### src/usfsc_pkg.sv
/*
  Package for the serial frame/status block: register offsets, field positions,
  reset values, enumerations and timing counts.
  Assumes a 32-bit APB slave with word-aligned registers.
*/
package usfsc_pkg;

  // Register byte offsets
  localparam logic [7:0] USFSC_OFF_MODE = 8'h00;
  localparam logic [7:0] USFSC_OFF_STAT = 8'h04;
  localparam logic [7:0] USFSC_OFF_TXD = 8'h08;
  localparam logic [7:0] USFSC_OFF_RXD = 8'h0C;
  localparam logic [7:0] USFSC_OFF_DIV = 8'h10;

  // Mode register fields
  localparam int USFSC_M_INFRA = 12;
  localparam int USFSC_M_HSPD = 3;
  localparam int USFSC_M_FMT = 1;
  localparam int USFSC_M_STOP = 0;

  // Status/control fields
  localparam int USFSC_S_TXIM1 = 15;
  localparam int USFSC_S_TXINV = 14;
  localparam int USFSC_S_TXIM0 = 13;
  localparam int USFSC_S_BRK = 11;
  localparam int USFSC_S_TXEN = 10;
  localparam int USFSC_S_TXBF = 9;
  localparam int USFSC_S_TSE = 8;
  localparam int USFSC_S_RXIM = 6;
  localparam int USFSC_S_ADDR = 5;
  localparam int USFSC_S_IDLE = 4;
  localparam int USFSC_S_PARITY_ERROR = 3;
  localparam int USFSC_S_FRAMING_ERROR = 2;
  localparam int USFSC_S_OVERRUN_ERROR = 1;
  localparam int USFSC_S_RXDA = 0;

  // Reset values
  localparam logic [15:0] USFSC_MODE_RST = 16'h0000;
  localparam logic [15:0] USFSC_DIV_RST = 16'h0000;

  // Frame formats
  localparam logic [1:0] USFSC_FMT_9N = 2'b11;
  localparam logic [1:0] USFSC_FMT_8O = 2'b10;
  localparam logic [1:0] USFSC_FMT_8E = 2'b01;

  // Last tick index in a bit (ticks per bit minus one)
  localparam logic [3:0] USFSC_TICKS_HI = 4'h3;
  localparam logic [3:0] USFSC_TICKS_STD = 4'hF;

  // Break frame zero bits
  localparam logic [3:0] USFSC_BRK_BITS = 4'hC;

  typedef enum logic [2:0] {USFSC_IDLE, USFSC_START, USFSC_DATA, USFSC_PAR, USFSC_STOP}
    usfsc_st_t;

endpackage : usfsc_pkg

### src/usfsc_top.sv
/*
  Serial transmitter/receiver with frame format options and a status and
  control register, reached over APB.
  Assumes rx_line_i is asynchronous to clk_sys_i; tx pin mux is outside.
*/
`timescale 1ns/1ns

// Behaviour
// - High-speed select gives 4 ticks per bit, else 16 ticks per bit.
// - Format field: 11 nine-bit, 10 odd parity, 01 even parity, 00 none.
// - Stop-count select gives two stop bits when set, else one.
// - Tx irq: 10 buffer emptied, 01 all shifted out, 00 every load.
// - Polarity bit sets tx idle level, sense flipped by infrared enable.
// - Break request sends start, twelve zero bits, then stop.
// - Hardware clears break request after the break is sent.
// - Tx enable drives the pin; clearing aborts and flushes the buffer.
// - Buffer-full flag set when no further character fits.
// - Shift-empty flag set only when shift register and buffer empty.
// - Rx irq: 11 when buffer becomes full, 00 on every character.
// - Address detect in nine-bit mode accepts only ninth bit one.
// - Receiver idle flag set while no character is being received.
// - Parity error flag follows the character at buffer head.
// - Framing error flag follows the character at buffer head.
// - Overrun set when a character arrives with the buffer full.
// - Writing zero to a set overrun flushes buffer and receive shifter.
// - Data-available flag set while the receive buffer is non-empty.
module usfsc_top
  import usfsc_pkg::*;
#(
  parameter int DIV_W = 16
)(
  // Clock and reset
  input wire logic clk_sys_i,
  input wire logic srst_i,
  // APB slave
  input wire logic psel_i,
  input wire logic penable_i,
  input wire logic pwrite_i,
  input wire logic [31:0] paddr_i,
  input wire logic [31:0] pwdata_i,
  output logic [31:0] prdata_o,
  output logic pready_o,
  output logic pslverr_o,
  // Serial pins
  input wire logic rx_line_i,
  output logic tx_line_o,
  output logic tx_line_oe_n_o,
  // Event pulses
  output logic tx_irq_o,
  output logic rx_irq_o
);

  initial
  begin
    if (DIV_W < 4 || DIV_W > 16)
      $error("usfsc_top: DIV_W out of range");
  end

  ////////////////////////////////////////////////////////////////////////////
  // APB decode
  wire logic [5:0] word_a = paddr_i[7:2];
  wire logic is_mode = (word_a == USFSC_OFF_MODE[7:2]);
  wire logic is_stat = (word_a == USFSC_OFF_STAT[7:2]);
  wire logic is_txd = (word_a == USFSC_OFF_TXD[7:2]);
  wire logic is_rxd = (word_a == USFSC_OFF_RXD[7:2]);
  wire logic is_div = (word_a == USFSC_OFF_DIV[7:2]);
  wire logic acc = psel_i & penable_i;
  wire logic wr = acc & pwrite_i;
  wire logic rd = acc & ~pwrite_i;
  wire logic mapped = is_mode | is_stat | is_txd | is_rxd | is_div;
  assign pready_o = 1'b1;
  assign pslverr_o = acc & ~mapped;

  ////////////////////////////////////////////////////////////////////////////
  // Control registers
  logic [15:0] mode_reg;
  logic [DIV_W-1:0] div_reg;
  logic [1:0] txim_reg;
  logic txinv_reg;
  logic brk_reg;
  logic txen_reg;
  logic [1:0] rxim_reg;
  logic addr_en_reg;
  logic overrun_error_reg;

  wire logic hspd = mode_reg[USFSC_M_HSPD];
  wire logic [1:0] fmt = mode_reg[USFSC_M_FMT +: 2];
  wire logic two_stop = mode_reg[USFSC_M_STOP];
  wire logic infra = mode_reg[USFSC_M_INFRA];
  wire logic nine_bit = (fmt == USFSC_FMT_9N);
  wire logic par_on = (fmt == USFSC_FMT_8O) | (fmt == USFSC_FMT_8E);
  wire logic par_odd = (fmt == USFSC_FMT_8O);
  wire logic [3:0] nbits = nine_bit ? 4'd9 : 4'd8;
  wire logic [3:0] tick_max = hspd ? USFSC_TICKS_HI : USFSC_TICKS_STD;

  ////////////////////////////////////////////////////////////////////////////
  // Baud generator: one-cycle tick enable
  logic [DIV_W-1:0] bcnt_reg;
  wire logic tick = (bcnt_reg == div_reg);
  always_ff @(posedge clk_sys_i)
  begin
    if (srst_i || tick)
      bcnt_reg <= '0;
    else
      bcnt_reg <= bcnt_reg + 1'b1;
  end

  ////////////////////////////////////////////////////////////////////////////
  // Transmit buffer (two words) and shifter
  logic [8:0] tbuf_reg [0:1];
  logic [1:0] tcnt_reg;
  logic trd_reg;
  usfsc_st_t tst_reg;
  logic [3:0] ttk_reg;
  logic [3:0] tbit_reg;
  logic [8:0] tsh_reg;
  logic tpar_reg;
  logic tbrk_reg;
  logic tline_reg;

  wire logic tx_push = wr & is_txd & txen_reg & (tcnt_reg != 2'd2);
  wire logic tx_load = txen_reg & (tst_reg == USFSC_IDLE) & (tcnt_reg != 2'd0) & tick;
  wire logic tbit_end = tick & (ttk_reg == tick_max);
  wire logic tx_last_stop = tbit_end & (tst_reg == USFSC_STOP) & (tbit_reg == {3'd0, two_stop});
  wire logic tx_shift_busy = (tst_reg != USFSC_IDLE);
  wire logic tx_full = (tcnt_reg == 2'd2);
  wire logic tx_sh_empty = ~tx_shift_busy & (tcnt_reg == 2'd0);

  // Buffer bookkeeping; disable flushes everything
  always_ff @(posedge clk_sys_i)
  begin
    if (srst_i || !txen_reg)
    begin
      tcnt_reg <= 2'd0;
      trd_reg <= 1'b0;
    end
    else
    begin
      if (tx_push)
        tbuf_reg[trd_reg ^ tcnt_reg[0]] <= pwdata_i[8:0];
      if (tx_load)
        trd_reg <= ~trd_reg;
      tcnt_reg <= tcnt_reg + {1'b0, tx_push} - {1'b0, tx_load};
    end
  end

  // Transmit sequencer, LSB first
  always_ff @(posedge clk_sys_i)
  begin
    if (srst_i || !txen_reg)
    begin
      tst_reg <= USFSC_IDLE;
      ttk_reg <= 4'd0;
      tbit_reg <= 4'd0;
      tsh_reg <= 9'd0;
      tpar_reg <= 1'b0;
      tbrk_reg <= 1'b0;
      tline_reg <= 1'b1;
    end
    else if (tx_load)
    begin
      tst_reg <= USFSC_START;
      ttk_reg <= 4'd0;
      tbit_reg <= 4'd0;
      tbrk_reg <= brk_reg;
      tsh_reg <= brk_reg ? 9'd0 : tbuf_reg[trd_reg];
      tpar_reg <= par_odd ^ (^tbuf_reg[trd_reg][7:0]);
      tline_reg <= 1'b0;
    end
    else if (tick)
    begin
      ttk_reg <= tbit_end ? 4'd0 : ttk_reg + 4'd1;
      if (tbit_end)
      begin
        case (tst_reg)
          USFSC_START:
          begin
            tst_reg <= USFSC_DATA;
            tline_reg <= tsh_reg[0];
          end
          USFSC_DATA:
          begin
            tsh_reg <= {1'b0, tsh_reg[8:1]};
            tbit_reg <= tbit_reg + 4'd1;
            if (tbit_reg == (tbrk_reg ? USFSC_BRK_BITS : nbits) - 4'd1)
            begin
              tbit_reg <= 4'd0;
              tst_reg <= (par_on && !tbrk_reg) ? USFSC_PAR : USFSC_STOP;
              tline_reg <= (par_on && !tbrk_reg) ? tpar_reg : 1'b1;
            end
            else
              tline_reg <= tsh_reg[1];
          end
          USFSC_PAR:
          begin
            tst_reg <= USFSC_STOP;
            tline_reg <= 1'b1;
          end
          USFSC_STOP:
          begin
            tbit_reg <= tbit_reg + 4'd1;
            if (tx_last_stop)
            begin
              tst_reg <= USFSC_IDLE;
              tbit_reg <= 4'd0;
            end
          end
          default:
            tst_reg <= USFSC_IDLE;
        endcase
      end
    end
  end

  // Idle/line polarity; infrared flips the sense of the inversion
  wire logic tx_invert = txinv_reg ^ infra;
  always_ff @(posedge clk_sys_i)
  begin
    if (srst_i)
    begin
      tx_line_o <= 1'b1;
      tx_line_oe_n_o <= 1'b1;
    end
    else
    begin
      tx_line_o <= tline_reg ^ tx_invert;
      tx_line_oe_n_o <= ~txen_reg;
    end
  end

  // Transmit event per selected mode
  wire logic tx_empty_after = (tcnt_reg == 2'd1) & ~tx_push;
  assign tx_irq_o = (txim_reg == 2'b10) ? (tx_load & tx_empty_after) :
                    (txim_reg == 2'b01) ? (tx_last_stop & (tcnt_reg == 2'd0)) :
                    (txim_reg == 2'b00) ? tx_load : 1'b0;

  ////////////////////////////////////////////////////////////////////////////
  // Receive: synchroniser, then oversampled receiver
  logic rx_s1_reg;
  logic rx_s2_reg;
  logic rx_prev_reg;
  always_ff @(posedge clk_sys_i)
  begin
    if (srst_i)
    begin
      rx_s1_reg <= 1'b1;
      rx_s2_reg <= 1'b1;
      rx_prev_reg <= 1'b1;
    end
    else
    begin
      rx_s1_reg <= rx_line_i;
      rx_s2_reg <= rx_s1_reg;
      rx_prev_reg <= rx_s2_reg;
    end
  end

  usfsc_st_t rst_reg;
  logic [3:0] rtk_reg;
  logic [3:0] rbit_reg;
  logic [8:0] rsh_reg;
  logic rpar_reg;
  logic rperr_reg;
  logic [10:0] rbuf_reg [0:1];
  logic [1:0] rcnt_reg;
  logic rrd_reg;

  wire logic overrun_error_clr = wr & is_stat & overrun_error_reg & ~pwdata_i[USFSC_S_OVERRUN_ERROR];
  wire logic rx_fall = rx_prev_reg & ~rx_s2_reg;
  wire logic [3:0] half = {1'b0, tick_max[3:1]};
  wire logic rsample = tick & (rtk_reg == half);
  wire logic rx_done = rsample & (rst_reg == USFSC_STOP);
  wire logic addr_ok = ~(addr_en_reg & nine_bit) | rsh_reg[8];
  // A pop in the same cycle frees the head slot, so the character is kept
  wire logic rx_store = rx_done & addr_ok & ((rcnt_reg != 2'd2) | rx_pop);
  wire logic rx_pop = rd & is_rxd & (rcnt_reg != 2'd0);
  wire logic [8:0] rx_data_in = nine_bit ? rsh_reg : {1'b0, rsh_reg[8:1]};

  // Receive sequencer; bits taken at mid-bit
  always_ff @(posedge clk_sys_i)
  begin
    if (srst_i || overrun_error_clr)
    begin
      rst_reg <= USFSC_IDLE;
      rtk_reg <= 4'd0;
      rbit_reg <= 4'd0;
      rsh_reg <= 9'd0;
      rpar_reg <= 1'b0;
      rperr_reg <= 1'b0;
    end
    else if (rst_reg == USFSC_IDLE)
    begin
      rtk_reg <= 4'd0;
      if (rx_fall)
        rst_reg <= USFSC_START;
    end
    else if (tick)
    begin
      rtk_reg <= (rtk_reg == tick_max) ? 4'd0 : rtk_reg + 4'd1;
      if (rsample)
      begin
        case (rst_reg)
          USFSC_START:
            rst_reg <= rx_s2_reg ? USFSC_IDLE : USFSC_DATA;
          USFSC_DATA:
          begin
            rsh_reg <= {rx_s2_reg, rsh_reg[8:1]};
            rbit_reg <= rbit_reg + 4'd1;
            if (rbit_reg == nbits - 4'd1)
            begin
              rbit_reg <= 4'd0;
              rst_reg <= par_on ? USFSC_PAR : USFSC_STOP;
            end
          end
          USFSC_PAR:
          begin
            rpar_reg <= rx_s2_reg;
            rst_reg <= USFSC_STOP;
          end
          USFSC_STOP:
            rst_reg <= USFSC_IDLE;
          default:
            rst_reg <= USFSC_IDLE;
        endcase
      end
    end
  end

  // Parity check result for the frame being closed
  logic rperr_next_c;
  always_comb
  begin
    rperr_next_c = par_on & (rpar_reg != (par_odd ^ (^rsh_reg[8:1])));
  end

  // Two-entry receive buffer with per-character error bits
  always_ff @(posedge clk_sys_i)
  begin
    if (srst_i || overrun_error_clr)
    begin
      rcnt_reg <= 2'd0;
      rrd_reg <= 1'b0;
    end
    else
    begin
      if (rx_store)
        rbuf_reg[rrd_reg ^ rcnt_reg[0]] <= {rperr_next_c, ~rx_s2_reg, rx_data_in};
      if (rx_pop)
        rrd_reg <= ~rrd_reg;
      rcnt_reg <= rcnt_reg + {1'b0, rx_store} - {1'b0, rx_pop};
    end
  end

  wire logic [10:0] rx_head = rbuf_reg[rrd_reg];
  wire logic rx_avail = (rcnt_reg != 2'd0);
  wire logic head_parity_error = rx_avail & rx_head[10];
  wire logic head_framing_error = rx_avail & rx_head[9];
  wire logic rx_idle = (rst_reg == USFSC_IDLE);
  assign rx_irq_o = (rxim_reg == 2'b11) ? (rx_store & (rcnt_reg == 2'd1) & ~rx_pop) :
                    (rxim_reg == 2'b00) ? rx_store : 1'b0;

  ////////////////////////////////////////////////////////////////////////////
  // Register writes; hardware set/clear wins over software
  wire logic wr_stat = wr & is_stat;
  wire logic ovf_evt = rx_done & addr_ok & (rcnt_reg == 2'd2) & ~rx_pop;
  always_ff @(posedge clk_sys_i)
  begin
    if (srst_i)
    begin
      mode_reg <= USFSC_MODE_RST;
      div_reg <= USFSC_DIV_RST[DIV_W-1:0];
      txim_reg <= 2'b00;
      txinv_reg <= 1'b0;
      brk_reg <= 1'b0;
      txen_reg <= 1'b0;
      rxim_reg <= 2'b00;
      addr_en_reg <= 1'b0;
      overrun_error_reg <= 1'b0;
    end
    else
    begin
      if (wr & is_mode)
        mode_reg <= pwdata_i[15:0];
      if (wr & is_div)
        div_reg <= pwdata_i[DIV_W-1:0];
      if (wr_stat)
      begin
        txim_reg <= {pwdata_i[USFSC_S_TXIM1], pwdata_i[USFSC_S_TXIM0]};
        txinv_reg <= pwdata_i[USFSC_S_TXINV];
        txen_reg <= pwdata_i[USFSC_S_TXEN];
        rxim_reg <= pwdata_i[USFSC_S_RXIM +: 2];
        addr_en_reg <= pwdata_i[USFSC_S_ADDR];
        brk_reg <= pwdata_i[USFSC_S_BRK];
      end
      // Break done clears the request
      if (tx_last_stop & tbrk_reg)
        brk_reg <= 1'b0;
      // Only a zero write clears; set wins in the same cycle
      if (wr_stat & ~pwdata_i[USFSC_S_OVERRUN_ERROR])
        overrun_error_reg <= 1'b0;
      if (ovf_evt)
        overrun_error_reg <= 1'b1;
    end
  end

  ////////////////////////////////////////////////////////////////////////////
  // Read mux
  wire logic [15:0] stat_word = {txim_reg[1], txinv_reg, txim_reg[0], 1'b0, brk_reg, txen_reg,
                                 tx_full, tx_sh_empty, rxim_reg, addr_en_reg, rx_idle,
                                 head_parity_error, head_framing_error, overrun_error_reg, rx_avail};
  always_ff @(posedge clk_sys_i)
  begin
    if (srst_i)
      prdata_o <= 32'h0000_0000;
    else if (psel_i & ~penable_i & ~pwrite_i)
      prdata_o <= is_mode ? {16'h0000, mode_reg} :
                  is_stat ? {16'h0000, stat_word} :
                  is_rxd ? {23'd0, rx_head[8:0]} :
                  is_div ? {{(32-DIV_W){1'b0}}, div_reg} : 32'h0000_0000;
  end

endmodule : usfsc_top

### config.mk
export PLATFORM = sky130hd
export DESIGN_NAME = usfsc_top
export DESIGN_NICKNAME = d
export VERILOG_FILES = /design/src/usfsc_pkg.sv /design/src/usfsc_top.sv
export SDC_FILE = /design/constraint.sdc
export NUM_CORES = 1
export LEC_CHECK = 0
export BUFFER_PORTS_ARGS = -buffer_cell sky130_fd_sc_hd__buf_4
export CORE_MARGIN = 2
export CORE_UTILIZATION = 40
export CTS_CLUSTER_DIAMETER = 80
export DETAILED_ROUTE_END_ITERATION = 10
export PLACE_DENSITY = 0.56
export SLEW_MARGIN = 0
export SYNTH_ARGS = -nofsm -noshare
export SYNTH_HDL_FRONTEND = slang
export SYNTH_SLANG_ARGS = --single-unit
### constraint.sdc
create_clock -name clk_sys_i -period 4.2 [get_ports clk_sys_i]
set_input_delay 0.84 -clock clk_sys_i [delete_from_list [all_inputs] [get_ports clk_sys_i]]
set_output_delay 0.84 -clock clk_sys_i [all_outputs]
set_load 0.05 [all_outputs]
==> flow_summary_export.csv <==
group,metric,value,unit
min_path,hold_path_end,"rx_s2_reg",
job,cap_violations,0,
clock_network,cts_tree,"done",
worst_setup_path,ff2ff_path_depth,11,
timing,worstMarginPinSlew,0.887,ns
pwr,power_leakage,0.00344,uW
global_routing,grt_max_degree,67,
route,antenna_left,0,
timing,rsz0062_at_grt,"no",
worst_setup_path,path_common_cell,"buf_4",
layout,drive_above_1_share,13.1,%
clock_network,holdBufCountCts,0,
logic_synthesis,syn_area,8020,sq um
worst_setup_path,critPathArrivalTime,2.79,ns
worst_setup_path,r2r_slack,0.99,ns
die,rows,51,
timing,period_needed,3.63,ns
worst_setup_path,start_kind,"flip-flop",
layout,layout_commonest_cell,"dfxtp_1",
timing,slew_violations,0,
die,io-pin-count,108,
logic_synthesis,ys.flop_type,"dfxtp_1",
route,vias,6038,
min_path,holdCritStartpoint,"rx_s1_reg",
clock_network,cts_root_buf,"clkbuf_16",
logic_synthesis,syn-instance-count,846,
layout,fin_util,47.1,%
pwr,p_per_area,374,nW/um^2
timing,max_freq,276,MHz
placement,hpwl,14200,um
layout,final_cell_mix,"dfxtp_1, nor2_1, mux2i_1",
route,drt_drc_violations_left,0,
worst_setup_path,crit_path_max_fanout,9,
worst_setup_path,r2r-end,"tcnt_reg[1]",
logic_synthesis,yosysWarnings,0,
placement,gp_congestion,0.810,
timing,hold_viol,0,
timing,tns,0,ns
clock_network,cts_buffers,17,
pwr,irDropWorstVdd,0.262,mV
logic_synthesis,ys_ff_latch,170,
die,start_util,40.9,%
die,die_w,146,um
logic_synthesis,netlist.area_leader.share,32.4,%
global_routing,grt_first_pass_wirelength,31700,um
clock_network,cts_setup_buffers,0,
timing,finalSetupViolations,0,
route,drt_iter0_markers,529,
worst_setup_path,r2r-start,"bcnt_reg[5]",
clock_network,cts.htree.levels,4,
route,wire_per_inst,17.1,um
global_routing,track_usage,19.1,%
route,via_per_inst,5.18,
clock_network,cts.sinks,170,
worst_setup_path,crit_path_end_kind,"output port",
global_routing,first_global_vias,5535,
layout,largest_reg_flops,22,
layout,final_nets,969,
timing,clock_skew,0.00904,ns
worst_setup_path,cpMaxStageDelayCell,"a211oi_1",
logic_synthesis,synth_top_cell_by_area,"dfxtp_1",
die,dieHeight,146,um
min_path,min_path_type,"reg2reg",
global_routing,grt-ovfl-total,0,
logic_synthesis,syn_avg_cell_area,9.48,sq um
logic_synthesis,async_flop_share,0,%
worst_setup_path,path_cells,"buf_4 > or3b_2 > a21boi_2 > buf_4 > and4_1 > a31oi_1 > a211oi_1 > buf_4",
clock_network,clk_latency,0.43,ns
clock_network,ctsResizeCount,0,
worst_setup_path,critPathMaxStageDelay,0.48,ns
die,die-area,21200,sq um
logic_synthesis,ys_seq_area_share,47.4,%
logic_synthesis,synth_edf_count,40,
timing,slew_headroom,40.7,%
min_path,min_delay_path_depth,1,
route,drt_wl_total,19900,um
timing,finalCritPeriodShare,86.3,%
worst_setup_path,crit_required,3.36,ns
pwr,finalPower,3450,uW
placement,port_buffers,48,
layout,filler_cell_count,1927,
die,core_area,19600,sq um
clock_network,clock_path_buffers,2,
status,outcome,"finished clean",
route,drt_pass1_iterations,7,
layout,syn2layout_area_growth,15.0,%
worst_setup_path,critPathKind,"reg2out",
logic_synthesis,synthTopCellsByArea,"dfxtp_1, edfxtp_1, mux2i_1, nor2_1, xor2_1",
logic_synthesis,ys_types,69,
clock_network,clkTransAtPathRegs,0.07,ns
global_routing,antenna_found_initial,0,
layout,n_antenna_cell,0,
==> layout make-up <==
type	instances	area [sq um]	area share [%]
Multi-Input combinational cell	614	3910	42.4
Inverter	19	71.3	0.773
Tap cell	265	332	3.60
Timing Repair Buffer	66	495	5.37
Clock buffer	23	504	5.47
Clock inverter	9	105	1.14
Sequential cell	170	3800	41.2
==> synth_stat cells, drive strengths merged, types with 2 or more instances <==
master and instances:
mux2 8, nor4 7, nand2 72, or3 7
a311oi 2, edfxtp 40, and2 5, buf 27
o22ai 5, a2111o 2, and3 6, o311ai 3
a31oi 4, clkbuf 31, o21ai 27, ha 11
nor3 23, inv 18, xnor2 26, xor2 37
nand2b 11, a211oi 5, nor3b 5, a21oi 57
nand3 18, mux2i 79, or4 2, nor2b 9
nand3b 4, nor2 114, o221ai 5, o211ai 7
and4 2, dfxtp 130, a22oi 2, nor4b 2
nand4 5, or2 5, conb 2, or3b 3
==> critical path, delay by kind of cell (launching register included) <==
| kind | cells | cell delay, ns |
|---|---|---|
| AOI/OAI and AO/OA | 3 | 0.72 |
| buffers and inverters | 3 | 0.62 |
| and+or+nand+nor | 2 | 0.70 |
| DFF | 1 | 0.31 |
==> cell families after synthesis <==
group	synth area share [%]
compound gates	10.1
xor+xnor	7.16
fa+ha+maj	1.72
buf+inv	4.57
flops	47.4
mux	11.0
other cells	0.0936
simple gates	17.9
==> how the worst max path moves through the flow <==
stage / start / to / slack [ns] / cells past startpoint
2_1_floorplan: paddr_i[7] / rx_irq_o / 0.57 / 5
3_3_place_gp: paddr_i[7] / rx_irq_o / 0.62 / 7
3_5_place_dp: paddr_i[7] / rx_irq_o / 0.64 / 7
4_1_cts: div_reg[8] / tx_irq_o / 0.55 / 6
5_1_grt: bcnt_reg[11] / tx_irq_o / 0.44 / 6
6_report: mode_reg[3] / tx_irq_o / 0.57 / 8
==> through the flow <==
stage	cell area (sq um)	setup slack (ns)	hold WS, ns	cells
6_report	9220	0.575	0.414	1166
5_1_grt	9220	0.442	0.433	1166
4_1_cts	9220	0.550	0.417	1166
3_5_place_dp	8610	0.639	0.397	1134
3_3_place_gp	8610	0.619	0.395	1134
2_1_floorplan	8080	0.571	0.389	861
==> per-layer routing <==
| metal | up-vias | global-route usage, % | wire length (um) | part of all wire [%] |
|---|---|---|---|---|
| met5 | - | 0 | 0 | 0 |
| met4 | 0 | 4.61 | 272 | 1.4 |
| met3 | 20 | 4.20 | 1030 | 5.2 |
| met2 | 143 | 28.1 | 8760 | 44 |
| met1 | 2880 | 28.6 | 9860 | 49 |
| li1 | 2995 | - | - | - |
==> power breakdown <==
group | switching [uW] | leakage [uW] | internal [uW] | total [uW]
Combinational | 107 | 0.00171 | 38.0 | 145
Sequential | 5.16 | 0.00142 | 1670 | 1680
Clock | 655 | 0.000308 | 971 | 1630
Total | 767 | 0.00344 | 2680 | 3450
(Power assumes the default switching activity.)
